$ cat src/rtl/uc_defines.svh
// Register offsets, bit positions and build defaults of the serial transceiver.
// Assumes inclusion by bare name from rtl files.
`ifndef UC_DEFINES_SVH
`define UC_DEFINES_SVH

// ----------------------------------------
// Word offsets on the slave port
// ----------------------------------------
`define UC_OFF_RXDATA  3'h0
`define UC_OFF_TXDATA  3'h1
`define UC_OFF_STATUS  3'h2
`define UC_OFF_CONTROL 3'h3
`define UC_OFF_DIVISOR 3'h4
`define UC_OFF_EOPCHAR 3'h5

// ----------------------------------------
// Status and control bit positions
// ----------------------------------------
`define UC_ST_PAR_FAULT  0
`define UC_ST_FE         1
`define UC_ST_ROE        3
`define UC_ST_TOE        4
`define UC_ST_TMT        5
`define UC_ST_TRDY       6
`define UC_ST_RRDY       7
`define UC_ST_CLR_CHG    10
`define UC_ST_CTS        11
`define UC_ST_PKT_END    12
`define UC_CT_CLR_CHG_IE 10
`define UC_CT_RTS        11
`define UC_CT_PKT_END_IE 12

// ----------------------------------------
// Build defaults and reset values
// ----------------------------------------
`define UC_DATA_BITS   8
`define UC_STOP_BITS   1
`define UC_SYNC_STAGES 2
`define UC_FIXED_DIV   16'h06c8
`define UC_PKT_END_RESET 9'h000

`endif

$ cat src/rtl/uc_pkg.sv
// Types shared by the serial transceiver files.
// Assumes nothing beyond a SystemVerilog compiler.
package uc_pkg;

	typedef enum logic [1:0] {
		UC_PAR_NONE,
		UC_PAR_EVEN,
		UC_PAR_ODD
	} uc_parity_t;

	// Slave port request, held by the master while stalled
	typedef struct packed {
		logic        cs;
		logic        rd;
		logic        wr;
		logic [2:0]  addr;
		logic [15:0] wdata;
	} uc_bus_req_t;

endpackage : uc_pkg

$ cat src/rtl/uc_sync.sv
// Parameterised flip-flop chain for asynchronous pin inputs.
// Assumes a single clock and synchronous active-high reset.
`timescale 1ns/100ps
`default_nettype none

module uc_sync #(
	parameter int   STAGES  = 2,
	parameter logic RST_VAL = 1'b1
) (
	// Clock and reset
	input  wire logic clk_i,
	input  wire logic rst_i,
	// Pin in, synchronised out
	input  wire logic d_i,
	output logic      q_o
);

	logic [STAGES-1:0] chain_r;

	// Only the last stage is read; more stages cost one cycle each
	always_ff @(posedge clk_i) begin
		if (rst_i) begin
			chain_r <= {STAGES{RST_VAL}};
		end else begin
			chain_r <= {chain_r[STAGES-2:0], d_i};
		end
	end

	assign q_o = chain_r[STAGES-1];

endmodule : uc_sync

`default_nettype wire

$ cat src/rtl/uc_tx.sv
// Serial transmitter: start bit, data, optional parity, stop bits.
// Assumes load_i only while busy_o is low.
`timescale 1ns/100ps
`default_nettype none

module uc_tx #(
	parameter int              DW        = 8,
	parameter int              STOP_BITS = 1,
	parameter uc_pkg::uc_parity_t PARITY = uc_pkg::UC_PAR_NONE
) (
	// Clock and reset
	input  wire logic          clk_i,
	input  wire logic          rst_i,
	// Character in
	input  wire logic          load_i,
	input  wire logic [DW-1:0] data_i,
	input  wire logic [15:0]   div_i,
	// Line
	output logic               txd_o,
	output logic               busy_o
);

	localparam int HAS_PAR = (PARITY != uc_pkg::UC_PAR_NONE) ? 1 : 0;
	localparam int NREST   = DW + HAS_PAR + STOP_BITS;

	logic [11:0] frame;
	logic [11:0] sh_r;
	logic [3:0]  left_r;
	logic [15:0] cnt_r;
	logic        pbit;

	always_comb begin
		pbit = (PARITY == uc_pkg::UC_PAR_EVEN) ? ^data_i : ~^data_i;
		frame = 12'hfff; // Upper ones serve as stop bits
		frame[DW-1:0] = data_i;
		if (HAS_PAR != 0) begin
			frame[DW] = pbit;
		end
	end

	always_ff @(posedge clk_i) begin
		if (rst_i) begin
			txd_o  <= 1'b1;
			busy_o <= 1'b0;
			sh_r   <= 12'hfff;
			left_r <= 4'h0;
			cnt_r  <= 16'h0000;
		end else if (load_i) begin
			txd_o  <= 1'b0;
			busy_o <= 1'b1;
			sh_r   <= frame;
			left_r <= 4'(NREST);
			cnt_r  <= div_i;
		end else if (busy_o && cnt_r == 16'h0000) begin
			cnt_r <= div_i;
			if (left_r == 4'h0) begin
				busy_o <= 1'b0;
				txd_o  <= 1'b1;
			end else begin
				txd_o  <= sh_r[0];
				sh_r   <= {1'b1, sh_r[11:1]};
				left_r <= left_r - 4'h1;
			end
		end else if (busy_o) begin
			cnt_r <= cnt_r - 16'h0001;
		end
	end

endmodule : uc_tx

`default_nettype wire

$ cat src/rtl/uc_uart.sv
// Serial transceiver core with slave register port and build options.
// Assumes a master that holds its request while waitrequest_o is high.
`timescale 1ns/100ps
`default_nettype none
`include "uc_defines.svh"

// Functional notes
// - Optional writable 16-bit divisor at offset 4
// - Without it, fixed divisor; offset 4 inert
// - Data width 7, 8 or 9 bits
// - One or two stop bits transmitted
// - Receiver stops at first stop bit
// - No parity: none sent, flag reads 0
// - Odd/even parity generated and checked
// - Bad parity sets the parity fault flag
// - Even: bit 0 on even ones count
// - Odd: bit 0 on odd ones count
// - Pin inputs pass configurable synchroniser chains
// - Handshake option enables the always-present pins and its bits
// - Handshake pins never throttle the datapath
// - Without handshake, its bits read 0
// - Flow control stalls writes and reads
// - Packet-end character register at offset 5
// - Packet-end flag, enable and sideband signal
// - Matching character flags and ends transfer
// - Without packet-end, offset 5 inert
// - Width, stops, parity fixed at build
// - Transmit least significant bit first
// - Received character copied immediately when complete
module uc_uart #(
	parameter int                 DW          = `UC_DATA_BITS,
	parameter int                 STOP_BITS   = `UC_STOP_BITS,
	parameter uc_pkg::uc_parity_t PARITY      = uc_pkg::UC_PAR_NONE,
	parameter int                 SYNC_STAGES = `UC_SYNC_STAGES,
	parameter bit                 HAS_DIV     = 1'b1,
	parameter bit                 HAS_HS      = 1'b1,
	parameter bit                 HAS_FLOW    = 1'b1,
	parameter bit                 HAS_PKT_END = 1'b1,
	parameter logic [15:0]        FIXED_DIV   = `UC_FIXED_DIV
) (
	// Clock and reset
	input  wire logic                clk_i,
	input  wire logic                rst_i,
	// Slave port
	input  wire uc_pkg::uc_bus_req_t bus_i,
	output logic [15:0]              readdata_o,
	output logic                     waitrequest_o,
	output logic                     dataavailable_o,
	output logic                     readyfordata_o,
	output logic                     endofpacket_o,
	output logic                     irq_o,
	// Serial line and handshake
	input  wire logic                rxd_i,
	input  wire logic                cts_n_i,
	output logic                     txd_o,
	output logic                     rts_n_o
);

	typedef enum logic [2:0] {
		RX_IDLE,
		RX_START,
		RX_DATA,
		RX_PAR,
		RX_STOP
	} uc_rx_state_t;

	localparam bit HAS_PAR = (PARITY != uc_pkg::UC_PAR_NONE);

	// ----------------------------------------
	// Slave port handshake
	// ----------------------------------------
	logic        access;
	logic        stall;
	logic        go;
	logic        wr_go;
	logic        rd_go;
	logic        trdy_r;
	logic        rrdy_r;

	// A request completes one cycle after it is taken; waitrequest stays high otherwise
	always_comb begin
		access = bus_i.cs & (bus_i.rd | bus_i.wr) & waitrequest_o;
		stall  = HAS_FLOW &&
			((bus_i.wr && bus_i.addr == `UC_OFF_TXDATA && !trdy_r) ||
			 (bus_i.rd && bus_i.addr == `UC_OFF_RXDATA && !rrdy_r));
		go     = access & ~stall;
		wr_go  = go & bus_i.wr;
		rd_go  = go & bus_i.rd;
	end

	always_ff @(posedge clk_i) begin
		if (rst_i) begin
			waitrequest_o <= 1'b1;
		end else begin
			waitrequest_o <= ~go;
		end
	end

	// ----------------------------------------
	// Configuration registers
	// ----------------------------------------
	logic [15:0]   div_r;
	logic [15:0]   div_w;
	logic [DW-1:0] eopch_r;
	logic          rts_r;
	logic          clr_chg_ie_r;
	logic          pkt_end_ie_r;

	always_ff @(posedge clk_i) begin
		if (rst_i) begin
			div_r <= FIXED_DIV;
		end else if (HAS_DIV && wr_go && bus_i.addr == `UC_OFF_DIVISOR) begin
			div_r <= bus_i.wdata;
		end
	end

	// Fixed divisor when the register is left out
	assign div_w = HAS_DIV ? div_r : FIXED_DIV;

	always_ff @(posedge clk_i) begin
		if (rst_i) begin
			eopch_r <= DW'(`UC_PKT_END_RESET);
		end else if (HAS_PKT_END && wr_go && bus_i.addr == `UC_OFF_EOPCHAR) begin
			eopch_r <= bus_i.wdata[DW-1:0];
		end
	end

	// Only implemented control bits are stored; data format has no control bit
	always_ff @(posedge clk_i) begin
		if (rst_i) begin
			rts_r        <= 1'b0;
			clr_chg_ie_r <= 1'b0;
			pkt_end_ie_r <= 1'b0;
		end else if (wr_go && bus_i.addr == `UC_OFF_CONTROL) begin
			rts_r        <= HAS_HS & bus_i.wdata[`UC_CT_RTS];
			clr_chg_ie_r <= HAS_HS & bus_i.wdata[`UC_CT_CLR_CHG_IE];
			pkt_end_ie_r <= HAS_PKT_END & bus_i.wdata[`UC_CT_PKT_END_IE];
		end
	end

	// ----------------------------------------
	// Pin synchronisers and handshake
	// ----------------------------------------
	logic rxd_s;
	logic cts_n_s;
	logic cts_r;
	logic clr_chg_r;
	logic clr_st;

	uc_sync #(
		.STAGES  (SYNC_STAGES),
		.RST_VAL (1'b1)
	) u_rx_sync (
		.clk_i (clk_i),
		.rst_i (rst_i),
		.d_i   (rxd_i),
		.q_o   (rxd_s)
	);

	uc_sync #(
		.STAGES  (SYNC_STAGES),
		.RST_VAL (1'b1)
	) u_cts_sync (
		.clk_i (clk_i),
		.rst_i (rst_i),
		.d_i   (cts_n_i),
		.q_o   (cts_n_s)
	);

	assign clr_st = wr_go && bus_i.addr == `UC_OFF_STATUS;

	// Handshake only feeds status and interrupt; transmitter never looks at it
	always_ff @(posedge clk_i) begin
		if (rst_i) begin
			cts_r     <= 1'b0;
			clr_chg_r <= 1'b0;
		end else begin
			cts_r <= HAS_HS & ~cts_n_s;
			if (HAS_HS && cts_r != ~cts_n_s) begin
				clr_chg_r <= 1'b1;
			end else if (clr_st) begin
				clr_chg_r <= 1'b0;
			end
		end
	end

	always_ff @(posedge clk_i) begin
		if (rst_i) begin
			rts_n_o <= 1'b1;
		end else begin
			rts_n_o <= ~rts_r;
		end
	end

	// ----------------------------------------
	// Receiver
	// ----------------------------------------
	uc_rx_state_t  rx_state_r;
	logic [15:0]   rx_cnt_r;
	logic [3:0]    rx_idx_r;
	logic [DW-1:0] rx_sh_r;
	logic          rx_pbit_r;
	logic          rx_tick;
	logic          rx_done;
	logic          rx_pexp;

	assign rx_tick = (rx_cnt_r == 16'h0000);
	assign rx_done = (rx_state_r == RX_STOP) && rx_tick;
	assign rx_pexp = (PARITY == uc_pkg::UC_PAR_EVEN) ? ^rx_sh_r : ~^rx_sh_r;

	always_ff @(posedge clk_i) begin
		if (rst_i) begin
			rx_state_r <= RX_IDLE;
			rx_cnt_r   <= 16'h0000;
			rx_idx_r   <= 4'h0;
			rx_sh_r    <= '0;
			rx_pbit_r  <= 1'b0;
		end else begin
			unique case (rx_state_r)
				RX_IDLE: begin
					if (!rxd_s) begin
						rx_state_r <= RX_START;
						rx_cnt_r   <= {1'b0, div_w[15:1]};
					end
				end
				RX_START: begin
					if (!rx_tick) begin
						rx_cnt_r <= rx_cnt_r - 16'h0001;
					end else if (rxd_s) begin
						rx_state_r <= RX_IDLE; // Glitch, not a start bit
					end else begin
						rx_state_r <= RX_DATA;
						rx_cnt_r   <= div_w;
						rx_idx_r   <= 4'h0;
					end
				end
				RX_DATA: begin
					if (!rx_tick) begin
						rx_cnt_r <= rx_cnt_r - 16'h0001;
					end else begin
						rx_sh_r  <= {rxd_s, rx_sh_r[DW-1:1]};
						rx_idx_r <= rx_idx_r + 4'h1;
						rx_cnt_r <= div_w;
						if (rx_idx_r == 4'(DW - 1)) begin
							rx_state_r <= HAS_PAR ? RX_PAR : RX_STOP;
						end
					end
				end
				RX_PAR: begin
					if (!rx_tick) begin
						rx_cnt_r <= rx_cnt_r - 16'h0001;
					end else begin
						rx_pbit_r  <= rxd_s;
						rx_cnt_r   <= div_w;
						rx_state_r <= RX_STOP;
					end
				end
				RX_STOP: begin
					if (!rx_tick) begin
						rx_cnt_r <= rx_cnt_r - 16'h0001;
					end else begin
						rx_state_r <= RX_IDLE;
					end
				end
			endcase
		end
	end

	// ----------------------------------------
	// Receive holding register and flags
	// ----------------------------------------
	logic [DW-1:0] rxdata_r;
	logic          par_fault_r;
	logic          fe_r;
	logic          roe_r;
	logic          pkt_end_r;
	logic          rx_rd;
	logic          tx_wr;

	assign rx_rd = rd_go && bus_i.addr == `UC_OFF_RXDATA;
	assign tx_wr = wr_go && bus_i.addr == `UC_OFF_TXDATA;

	always_ff @(posedge clk_i) begin
		if (rst_i) begin
			rxdata_r <= '0;
		end else if (rx_done) begin
			rxdata_r <= rx_sh_r;
		end
	end

	// Hardware set wins over a clear in the same cycle
	always_ff @(posedge clk_i) begin
		if (rst_i) begin
			rrdy_r <= 1'b0;
		end else if (rx_done) begin
			rrdy_r <= 1'b1;
		end else if (rx_rd) begin
			rrdy_r <= 1'b0;
		end
	end

	always_ff @(posedge clk_i) begin
		if (rst_i) begin
			par_fault_r <= 1'b0;
			fe_r        <= 1'b0;
			roe_r       <= 1'b0;
		end else begin
			if (HAS_PAR && rx_done && rx_pbit_r != rx_pexp) begin
				par_fault_r <= 1'b1;
			end else if (clr_st) begin
				par_fault_r <= 1'b0;
			end
			if (rx_done && !rxd_s) begin
				fe_r <= 1'b1;
			end else if (clr_st) begin
				fe_r <= 1'b0;
			end
			if (rx_done && rrdy_r && !rx_rd) begin
				roe_r <= 1'b1;
			end else if (clr_st) begin
				roe_r <= 1'b0;
			end
		end
	end

	// Packet end seen on either direction of the stream
	always_ff @(posedge clk_i) begin
		if (rst_i) begin
			pkt_end_r <= 1'b0;
		end else if (HAS_PKT_END && ((rx_done && rx_sh_r == eopch_r) ||
				(tx_wr && bus_i.wdata[DW-1:0] == eopch_r))) begin
			pkt_end_r <= 1'b1;
		end else if (clr_st) begin
			pkt_end_r <= 1'b0;
		end
	end

	// ----------------------------------------
	// Transmit holding register
	// ----------------------------------------
	logic [DW-1:0] txhold_r;
	logic          tx_busy;
	logic          tx_load;
	logic          toe_r;

	assign tx_load = ~trdy_r & ~tx_busy;

	always_ff @(posedge clk_i) begin
		if (rst_i) begin
			txhold_r <= '0;
			trdy_r   <= 1'b1;
		end else begin
			if (tx_load) begin
				trdy_r <= 1'b1;
			end
			if (tx_wr) begin
				txhold_r <= bus_i.wdata[DW-1:0];
				trdy_r   <= 1'b0;
			end
		end
	end

	// Without flow control a write over a pending character loses it
	always_ff @(posedge clk_i) begin
		if (rst_i) begin
			toe_r <= 1'b0;
		end else if (tx_wr && !trdy_r && !tx_load) begin
			toe_r <= 1'b1;
		end else if (clr_st) begin
			toe_r <= 1'b0;
		end
	end

	uc_tx #(
		.DW        (DW),
		.STOP_BITS (STOP_BITS),
		.PARITY    (PARITY)
	) u_tx (
		.clk_i  (clk_i),
		.rst_i  (rst_i),
		.load_i (tx_load),
		.data_i (txhold_r),
		.div_i  (div_w),
		.txd_o  (txd_o),
		.busy_o (tx_busy)
	);

	// ----------------------------------------
	// Read data, sideband and interrupt
	// ----------------------------------------
	logic [15:0] status_w;

	always_comb begin
		status_w              = 16'h0000;
		status_w[`UC_ST_PAR_FAULT] = par_fault_r;
		status_w[`UC_ST_FE]        = fe_r;
		status_w[`UC_ST_ROE]       = roe_r;
		status_w[`UC_ST_TOE]       = toe_r;
		status_w[`UC_ST_TMT]       = trdy_r & ~tx_busy;
		status_w[`UC_ST_TRDY]      = trdy_r;
		status_w[`UC_ST_RRDY]      = rrdy_r;
		status_w[`UC_ST_CLR_CHG]   = clr_chg_r;
		status_w[`UC_ST_CTS]       = cts_r;
		status_w[`UC_ST_PKT_END]   = pkt_end_r;
	end

	// Unmapped offsets and absent options read as zero
	always_ff @(posedge clk_i) begin
		if (rst_i) begin
			readdata_o <= 16'h0000;
		end else if (rd_go) begin
			unique case (bus_i.addr)
				`UC_OFF_RXDATA:  readdata_o <= 16'(rxdata_r);
				`UC_OFF_STATUS:  readdata_o <= status_w;
				`UC_OFF_CONTROL: readdata_o <= {3'h0, pkt_end_ie_r, rts_r, clr_chg_ie_r, 10'h000};
				`UC_OFF_DIVISOR: readdata_o <= HAS_DIV ? div_r : 16'h0000;
				`UC_OFF_EOPCHAR: readdata_o <= HAS_PKT_END ? 16'(eopch_r) : 16'h0000;
				default:         readdata_o <= 16'h0000;
			endcase
		end
	end

	// Sideband ends a read or a write at the terminating character
	always_ff @(posedge clk_i) begin
		if (rst_i) begin
			endofpacket_o <= 1'b0;
		end else if (go) begin
			endofpacket_o <= HAS_PKT_END && ((rx_rd && rxdata_r == eopch_r) ||
				(tx_wr && bus_i.wdata[DW-1:0] == eopch_r));
		end
	end

	always_ff @(posedge clk_i) begin
		if (rst_i) begin
			dataavailable_o <= 1'b0;
			readyfordata_o  <= 1'b0;
			irq_o           <= 1'b0;
		end else begin
			dataavailable_o <= rrdy_r;
			readyfordata_o  <= trdy_r;
			irq_o           <= (clr_chg_r & clr_chg_ie_r) | (pkt_end_r & pkt_end_ie_r);
		end
	end

endmodule : uc_uart

`default_nettype wire

$ cat config.mk
export PLATFORM = sky130hd
export DESIGN_NAME = uc_uart
export DESIGN_NICKNAME = d
export VERILOG_FILES = /design/src/rtl/uc_pkg.sv /design/src/rtl/uc_sync.sv /design/src/rtl/uc_tx.sv /design/src/rtl/uc_uart.sv
export VERILOG_INCLUDE_DIRS = /design/src /design/src/rtl
export SDC_FILE = /design/constraint.sdc
export NUM_CORES = 1
export LEC_CHECK = 0
export BUFFER_PORTS_ARGS = -buffer_cell sky130_fd_sc_hd__buf_2
export CORE_ASPECT_RATIO = 0.7
export CORE_MARGIN = 8
export CORE_UTILIZATION = 30
export DETAILED_ROUTE_END_ITERATION = 7
export HOLD_SLACK_MARGIN = 0.02
export SLEW_MARGIN = 40
export SYNTH_ARGS = -nofsm -noshare
export SYNTH_HDL_FRONTEND = slang
export SYNTH_HIERARCHICAL = 1
export SYNTH_SLANG_ARGS = --single-unit
export TNS_END_PERCENT = 50
$ cat constraint.sdc
create_clock -name clk_i -period 2.15 [get_ports clk_i]
set_input_delay 0.215 -clock clk_i [delete_from_list [all_inputs] [get_ports clk_i]]
set_output_delay 0.215 -clock clk_i [all_outputs]
set_load 0.02 [all_outputs]
* Word level (Yosys, flattened, before mapping)
Cells that the tools add are included.
** Operators by class
- $add $sub $neg :: 4
- Equality and inequality tests :: 24
- Mux-type cells :: 44
- Bitwise gates (word level) :: 18
- Reductions and logical operators :: 53
** Operators by type and width (number)
- $mux 16 :: 8
- $pmux 16 s5 :: 1
- $pmux 16 s4 :: 1
- $logic_not 16->1 :: 2
- $sub 16x1->16 const B :: 2
- $eq 8x8->1 :: 3
- $mux 4 :: 6
- $mux 8 :: 3
- $logic_and 1x1->1 :: 20
- $reduce_bool 2->1 :: 10
- $mux 3 :: 6
- $ne 2x2->1 const B :: 9
- $mux 1 :: 16
- $pmux 3 s5 :: 1
- $eq 3x2->1 const B :: 4
- $and 1x1->1 :: 9
- $eq 3x3->1 const B :: 3
- $pmux 4 s2 :: 1
- $reduce_and 2->1 :: 4
- $not 1->1 :: 7
- $eq 3x1->1 const B :: 2
- $logic_not 3->1 :: 2
- $reduce_and 6->1 :: 1
- $logic_not 1->1 :: 5
- 13 further kinds :: 17
** Word-level totals
- Register bits :: 138
- Input bits :: 26
- Word-level logic and storage cells :: 177

* Depth between registers and ports, before layout
Gate-level depths: netlist of run 1.
- Word-level depth :: 11
- Depth in mapped cells :: 9
- Mapped depth without buffers :: 8

* Cells and area by module
The synthesis of run 1 kept the hierarchy.
** Modules (own cells, without submodules)
- uc_uart :: instances 1, cells each 607, area an instance 4966.0 µm²
- uc_tx :: instances 1, cells each 213, area an instance 1796.7 µm²
- uc_sync :: instances 2, cells each 4, area an instance 52.6 µm²

* Least setup slack after synthesis of run 1
No wires, ideal clock.
- Kind :: register -> register
- Start :: register u_tx.cnt_r[5]
- End :: register u_tx.cnt_r[12]
- Setup time :: 0.133 ns
- Arrival :: 2.119 ns
- Data required time :: 2.017 ns
- Path slack :: -0.102 ns
- Stages on the path, launching flop included :: 8
- Cell sequence :: dfxtp_1 -> or4_1 -> buf_2 -> or4b_4 -> buf_6 -> buf_6 -> o311ai_0 -> a21oi_1
** Between the ends
- Cells in the longest elaborated chain, start to end :: 4
- Elaborated cells on any way between the ends :: 7
** Ends and longest elaborated chain
- from (decl) :: line uc_tx.sv:29 : logic [15:0] cnt_r;
- from (signal assigned) :: line uc_tx.sv:53 : cnt_r <= div_i;
- from (signal assigned) :: line uc_tx.sv:55 : cnt_r <= div_i;
- from (signal assigned) :: line uc_tx.sv:65 : cnt_r <= cnt_r - 16'h0001;
- $sub 16x1->16 / $logic_not 16->1 (equally long branches) :: line uc_tx.sv:65, uc_tx.sv:54
- $mux 16 / $logic_and 1x1->1 (equally long branches) :: line uc_tx.sv:64, uc_tx.sv:54
- $mux 16 :: line uc_tx.sv:54 : end else if (busy_o && cnt_r == 16'h0000) begin
- $mux 16 :: line uc_tx.sv:48 : end else if (load_i) begin
Several ways; a longest one is shown, not always the timed one. The select of a mux whose other input is x is not followed.
A chain may end at the register's enable or synchronous reset.

* Final worst setup path of run 1
- Start :: register u_tx.cnt_r[8]
- End :: register u_tx.left_r[3]
** Between the ends
- Cells in the longest elaborated chain, start to end :: 4
** Ends and longest elaborated chain
- $logic_not 16->1 :: line uc_tx.sv:54
- $logic_and 1x1->1 :: line uc_tx.sv:54
- $reduce_bool 2->1 (no line)
- $reduce_and 2->1 (no line)
- to (signal assigned) :: line uc_tx.sv:52 : left_r <= 4'(NREST);
- to (signal assigned) :: line uc_tx.sv:62 : left_r <= left_r - 4'h1;
- to (decl) :: line uc_tx.sv:28 : logic [3:0] left_r;
No other way between the ends.

==> results.py, run 1 <==
metrics = {
    "final_layout": {
        "finalNetCount": 943,
        "regArea_mm2": 0.002764,
        "utilization_pct": 37.83,
        "drive_gt1_share_pct": 20.11,
        "filler_cell_count": 2347,
        "area_growth_pct": 24.27,
        "diodes": 0,
        "multiInputGateArea_mm2": 0.003892,
    },
    "die": {
        "die_y_um": 142.6,
        "coreArea_mm2": 0.02256,
        "row_count": 46,
        "dieArea_mm2": 0.02807,
        "die_w_um": 196.8,
        "ios": 49,
        "start_util_pct": 30.44,
    },
    "flow_run": {
        "max_cap_violations": 0,
    },
    "logic_synthesis": {
        "async_flop_share_pct": 0,
        "synth_top_area_share_pct": 40.23,
        "synth_ff_type": "dfxtp_1",
        "synth_edf_count": 0,
        "synth-seq-area-share_pct": 40.23,
        "netlist_area_mm2": 0.006868,
        "ys_seq_elements": 138,
        "yosysUniqueCellTypes": 72,
        "ys_warn_count": 6,
        "avgSynthCellArea_um2": 8.294,
        "synthTopCellsByCount": "138 x dfxtp_1, 104 x nand2_1, 67 x nor2_1",
        "syn-instance-count": 828,
        "yosysTopAreaCell": "dfxtp_1",
        "ys_top_cells_by_area": "dfxtp_1 40%, nand2_1 5.7%, a21oi_1 4.1%",
        "synth.most_common_cell": "dfxtp_1",
        "syn-num-nets": 859,
    },
    "status": {
        "status": "finished, final reports clean",
    },
    "clock_network": {
        "cts_tree": "done",
        "worstSkewPairLatency_ns": 0.42,
        "post_cts_buffers": 0,
        "clkTransAtPathRegs_ns": 0.07,
        "htreeDepth": 4,
        "cts.root.buffer_cell": "clkbuf_16",
        "cts_made_buffers": 17,
        "clockBufferDepth": 2,
        "cts_sinks": 138,
    },
    "drt": {
        "vias": 6612,
        "wire_per_inst_um": 17.35,
        "antenna_left": 0,
        "routed_wl_um": 21460,
        "drt-pass1-iter-count": 5,
        "drtIter0Drc": 743,
        "post_drt_via_cell_ratio": 5.345,
        "drc_errors": 0,
    },
    "sta": {
        "max_freq_mhz": 465.6,
        "max_slew_margin_pct": 53.42,
        "finalHoldViolCount": 0,
        "post-route-min-period_ns": 2.148,
        "holdWs_ns": 0.03938,
        "clock_skew_ns": 0.01337,
        "slew_violations": 0,
        "tightest_slew_ns": 0.6987,
        "finalCritPeriodShare_pct": 99.90,
        "final-setup-viol-count": 0,
        "rsz0062_at_grt": "yes",
    },
    "global_route": {
        "grt_max_degree": 84,
        "antenna_found_initial": 0,
        "use_met1_pct": 23.19,
        "grt_use_total_pct": 15.26,
        "met2_usage_pct": 20.15,
        "grt_pass1_wl_um": 34160,
        "grt_pass1_vias": 6197,
        "busiest_layer": "met1",
        "gr-total-overflow": 0,
        "grt_util_met3_pct": 4.087,
    },
    "worst_setup_path": {
        "arrival_ns": 2.50,
        "cp-end-kind": "flop",
        "crit_type": "flop to flop",
        "cp-start-kind": "flop",
        "crit_required_ns": 2.50,
        "rrSetupSlack_ns": 0.002,
        "critPathMaxFanout": 5,
    },
    "power_and_ir_drop": {
        "power.density_mw_per_mm2": 755.3,
        "p_leak_nw": 3.365,
        "power.total_w": 0.006446,
        "ir_drop_uv": 566.0,
    },
    "placement": {
        "hpwl_um": 15260,
        "gp_congestion": 0.8679,
        "io_buffers": 48,
    },
    "worst_hold_path": {
        "hold_path.class": "input pin to flop",
    },
}
==> registers in the layout, summed over array words and instances, names as in the netlist, 2 cells and up <==
name	count
u_rx_sync/chain_r	2
u_cts_sync/chain_r	2
readdata_o	16
rx_state_r	3
u_tx/cnt_r	16
div_r	16
eopch_r	8
rxdata_r	8
rx_sh_r	8
u_tx/left_r	4
rx_idx_r	4
u_tx/sh_r	8
txhold_r	8
rx_cnt_r	16
==> stage by stage <==
step	setup TNS [ns]	std cells	worst slack [ns]	cell area [µm²]
6_report	0	1237	0.002239	8534
5_1_grt	-0.1056	1237	-0.03828	8534
4_1_cts	0	1235	0.002587	8422
3_5_place_dp	0	1199	0.003646	7814
3_3_place_gp	0	1199	0.01824	7809
2_1_floorplan	0	828	0.0001328	6892
==> layout make-up <==
class / count / area share [%]
timing repair buffer: 119 / 9.984
multi-input combinational: 617 / 45.61
sequential: 138 / 32.39
clock buffer: 17 / 4.985
tap: 312 / 4.574
clock inverter: 15 / 1.627
inverter: 19 / 0.8357
==> path summary, 6_finish.rpt <==
| kind | from | to | cells after the start |
|---|---|---|---|
| worst max-delay path | u_tx/cnt_r[8] | u_tx/left_r[3] | 4 |
| worst max register to register | u_tx/cnt_r[8] | u_tx/left_r[3] | 4 |
| worst min register to register | u_rx_sync/chain_r[0] | u_rx_sync/chain_r[1] | 1 |
| worst min-delay path | bus_i[15] | div_r[15] | 3 |
==> worst max-delay path, cell delays in order, from the launching register on <==
cell	delay, ns
dfxtp_2	0.32
or4_4	0.55
or4b_4	0.57
or4b_1	0.49
a31oi_1	0.16
==> cell usage in the layout, fill, tap and decap left out, drive strengths merged, types with 26 or more instances in the layout <==
cell type    n
a21oi       57
buf        114
dfxtp      138
mux2i       27
nand2      105
nand3       26
nor2        68
nor3        37
o21ai       42
xor2        26
==> report_power, final <==
| group | switching, W | internal (W) |
|---|---|---|
| Combinational | 0.000526 | 0.000401 |
| Sequential | 0.0000619 | 0.00261 |
| Clock | 0.00124 | 0.00161 |
==> per-layer routing <==
metal  up-vias  part of all wire [%]
met1      3142                    52
met2       257                    39
li1       3196                     -
met4         0                   1.4
met5         -                     0
met3        17                   8.6
==> timing repair <==
item                       in CTS  in global routing
hold endpoints to repair        4                  0
hold buffers                    4                  0
gates cloned                    0                  2
gates resized for setup         2                 18
setup endpoints to repair       2                 84
pin swaps                       0                  8
==> kinds of logic (layout without fill, tap and decap cells) <==
family	after synthesis	count (layout)	share of synthesized area, %
buf+inv	74	170	4.627
xor+xnor	36	36	4.591
mux	33	33	4.919
fa+ha+maj	5	5	0.9109
compound gates	210	210	20.17
flops	138	138	40.23
simple gates	332	333	24.56
(Power assumes the default switching activity.)
==> run 2, diff against run 1 <==
Clock period 2.15 ns to 2.1 ns, I/O delays scaled along.
==> run 2 against run 1 <==
  * The flow now finishes with violations (negative setup slack)
  * Die area unchanged
  * Wire length decreased by 1.2%
  * First-iteration DRC count decreased by 2.3%
  * Critical endpoint unchanged
  * Largest cell class unchanged
==> results.py, run 2 (synthesis results as in run 1) <==
metrics = {
    "status": {
        "status": "complete, but fails checks",
        "violations": "negative setup slack",
    },
    "worst_setup_path": {
        "critPathMaxFanout": 7,
        "cpPeakStageDelay_ns": 0.58,
        "crit_required_ns": 2.45,
        "cp-end-kind": "flop",
        "cp-start-kind": "flop",
        "arrival_ns": 2.47,
        "critPathTopFamily": "simple AND/OR/NAND/NOR gates",
        "worst-path-buf-inv": 0,
        "crit_path_top_delay_cell": "or4b_4",
        "path_cells": "or4_4 > or4b_4 > or4b_1 > a31oi_1",
        "crit_type": "flop to flop",
    },
    "drt": {
        "post_drt_via_cell_ratio": 5.339,
        "vias": 6615,
        "routed_wl_um": 21210,
        "drt-pass1-iter-count": 5,
        "antenna_left": 0,
        "wire_per_inst_um": 17.12,
        "drtIter0Drc": 726,
        "drc_errors": 0,
    },
    "global_route": {
        "grt_use_total_pct": 14.88,
        "met2_usage_pct": 19.33,
        "grt_max_degree": 84,
        "grt_pass1_wl_um": 33350,
        "antenna_found_initial": 0,
        "gr-total-overflow": 0,
        "grt_pass1_vias": 6014,
        "grt_util_met3_pct": 4.347,
        "busiest_layer": "met1",
        "use_met1_pct": 22.73,
    },
    "final_layout": {
        "finalNetCount": 945,
        "layout_commonest_cell": "dfxtp_1",
        "utilization_pct": 38.30,
        "area_growth_pct": 25.82,
        "final_cell_mix": "137 x dfxtp_1, 103 x nand2_1, 65 x nor2_1",
        "diodes": 0,
        "drive_gt1_share_pct": 20.28,
    },
    "placement": {
        "io_buffers": 48,
        "hpwl_um": 15040,
        "gp_congestion": 0.8928,
    },
    "sta": {
        "post-route-min-period_ns": 2.120,
        "max_freq_mhz": 471.7,
        "slew_violations": 0,
        "finalCritPeriodShare_pct": 100.9,
        "clock_skew_ns": 0.009905,
        "max_slew_margin_pct": 55.58,
        "tightest_slew_ns": 0.6655,
        "finalWorstSetupSlack_ns": -0.01993,
        "final-setup-viol-count": 1,
        "finalHoldViolCount": 0,
        "rsz0062_at_grt": "yes",
    },
    "clock_network": {
        "worstSkewPairLatency_ns": 0.42,
        "cts_made_buffers": 17,
        "clockBufferDepth": 2,
        "htreeDepth": 4,
        "clkTransAtPathRegs_ns": 0.06,
        "cts_sinks": 138,
        "cts_tree": "done",
        "cts.root.buffer_cell": "clkbuf_16",
    },
    "die": {
        "start_util_pct": 30.44,
        "coreArea_mm2": 0.02256,
        "dieArea_mm2": 0.02807,
        "die_y_um": 142.6,
        "row_count": 46,
        "die_w_um": 196.8,
        "ios": 49,
    },
    "power_and_ir_drop": {
        "p_sw_w": 0.001893,
        "ir_drop_uv": 429.2,
        "power.density_mw_per_mm2": 784.5,
        "pwr-share-clk_pct": 45.6,
        "internal_power_w": 0.004886,
        "power.total_w": 0.006779,
        "comb_power_share_pct": 14.1,
        "pwr-share-seq_pct": 40.2,
        "switching_share_pct": 27.92,
        "p_leak_nw": 3.396,
    },
    "worst_hold_path": {
        "hold_path.class": "input pin to flop",
    },
    "flow_run": {
        "max_cap_violations": 0,
    },
}
## run 2: layout make-up
| cell class | count | area, µm² |
|---|---|---|
| clock buffer | 18 | 439.2 |
| timing repair buffer | 122 | 904.6 |
| inverter | 19 | 71.32 |
| multi-input combinational | 616 | 3909 |
| sequential | 138 | 2764 |
| tap | 312 | 390.4 |
| clock inverter | 14 | 162.7 |
| fill | 2332 | 13920 |
## run 2: repair_timing
item,4_1_cts,5_1_grt
pin swaps,3,6
endpoints found under the hold margin,7,0
buffers inserted,1,0
gates resized for setup,11,19
hold buffers,7,0
gates cloned,0,0
setup endpoints to repair,13,74
## run 2: worst paths after layout
kind                                       startpoint               endpoint  slack (ns)  depth (start not counted)
worst min-delay path                        bus_i[13]              div_r[13]        0.04                          3
worst max register to register          u_tx/cnt_r[8]         u_tx/left_r[3]       -0.02                          4
worst max-delay path                    u_tx/cnt_r[8]         u_tx/left_r[3]       -0.02                          4
worst min register to register  u_cts_sync/chain_r[0]  u_cts_sync/chain_r[1]        0.40                          1
## run 2: worst register-to-register path, stage by stage, from the launching register on
cell	delay, ns
dfxtp_1	0.32
or4_4	0.54
or4b_4	0.58
or4b_1	0.49
a31oi_1	0.13
## run 2: metal layers
metal / wire, µm / vias to the layer above
li1: - / 3194
met1: 11210 / 3166
met2: 8244 / 234
met3: 1541 / 21
met4: 209 / 0
met5: 0 / -
## run 2: power groups by stage
stage | sequential, W | clock [W] | combinational (W)
after floorplan | 0.00277 | 0 | 0.000540
after global placement | 0.00278 | 0 | 0.000859
after detailed placement | 0.00278 | 0 | 0.000862
after CTS | 0.00272 | 0.00313 | 0.000894
after global routing | 0.00273 | 0.00326 | 0.00103
final | 0.00273 | 0.00309 | 0.000959
## run 2: metrics by stage
| stage | area (µm²) | setup WS (ns) | cells | setup TNS [ns] | hold slack [ns] |
|---|---|---|---|---|---|
| 3_3_place_gp | 7834 | -0.05237 | 1199 | -0.1268 | 0.3849 |
| 6_report | 8641 | -0.01993 | 1239 | -0.01993 | 0.04130 |
| 2_1_floorplan | 6892 | -0.04895 | 828 | -0.5839 | 0.3071 |
| 4_1_cts | 8543 | -0.03704 | 1239 | -0.06366 | 0.02074 |
| 3_5_place_dp | 7834 | -0.06674 | 1199 | -0.3270 | 0.3885 |
| 5_1_grt | 8641 | -0.1158 | 1239 | -0.6628 | 0.02874 |
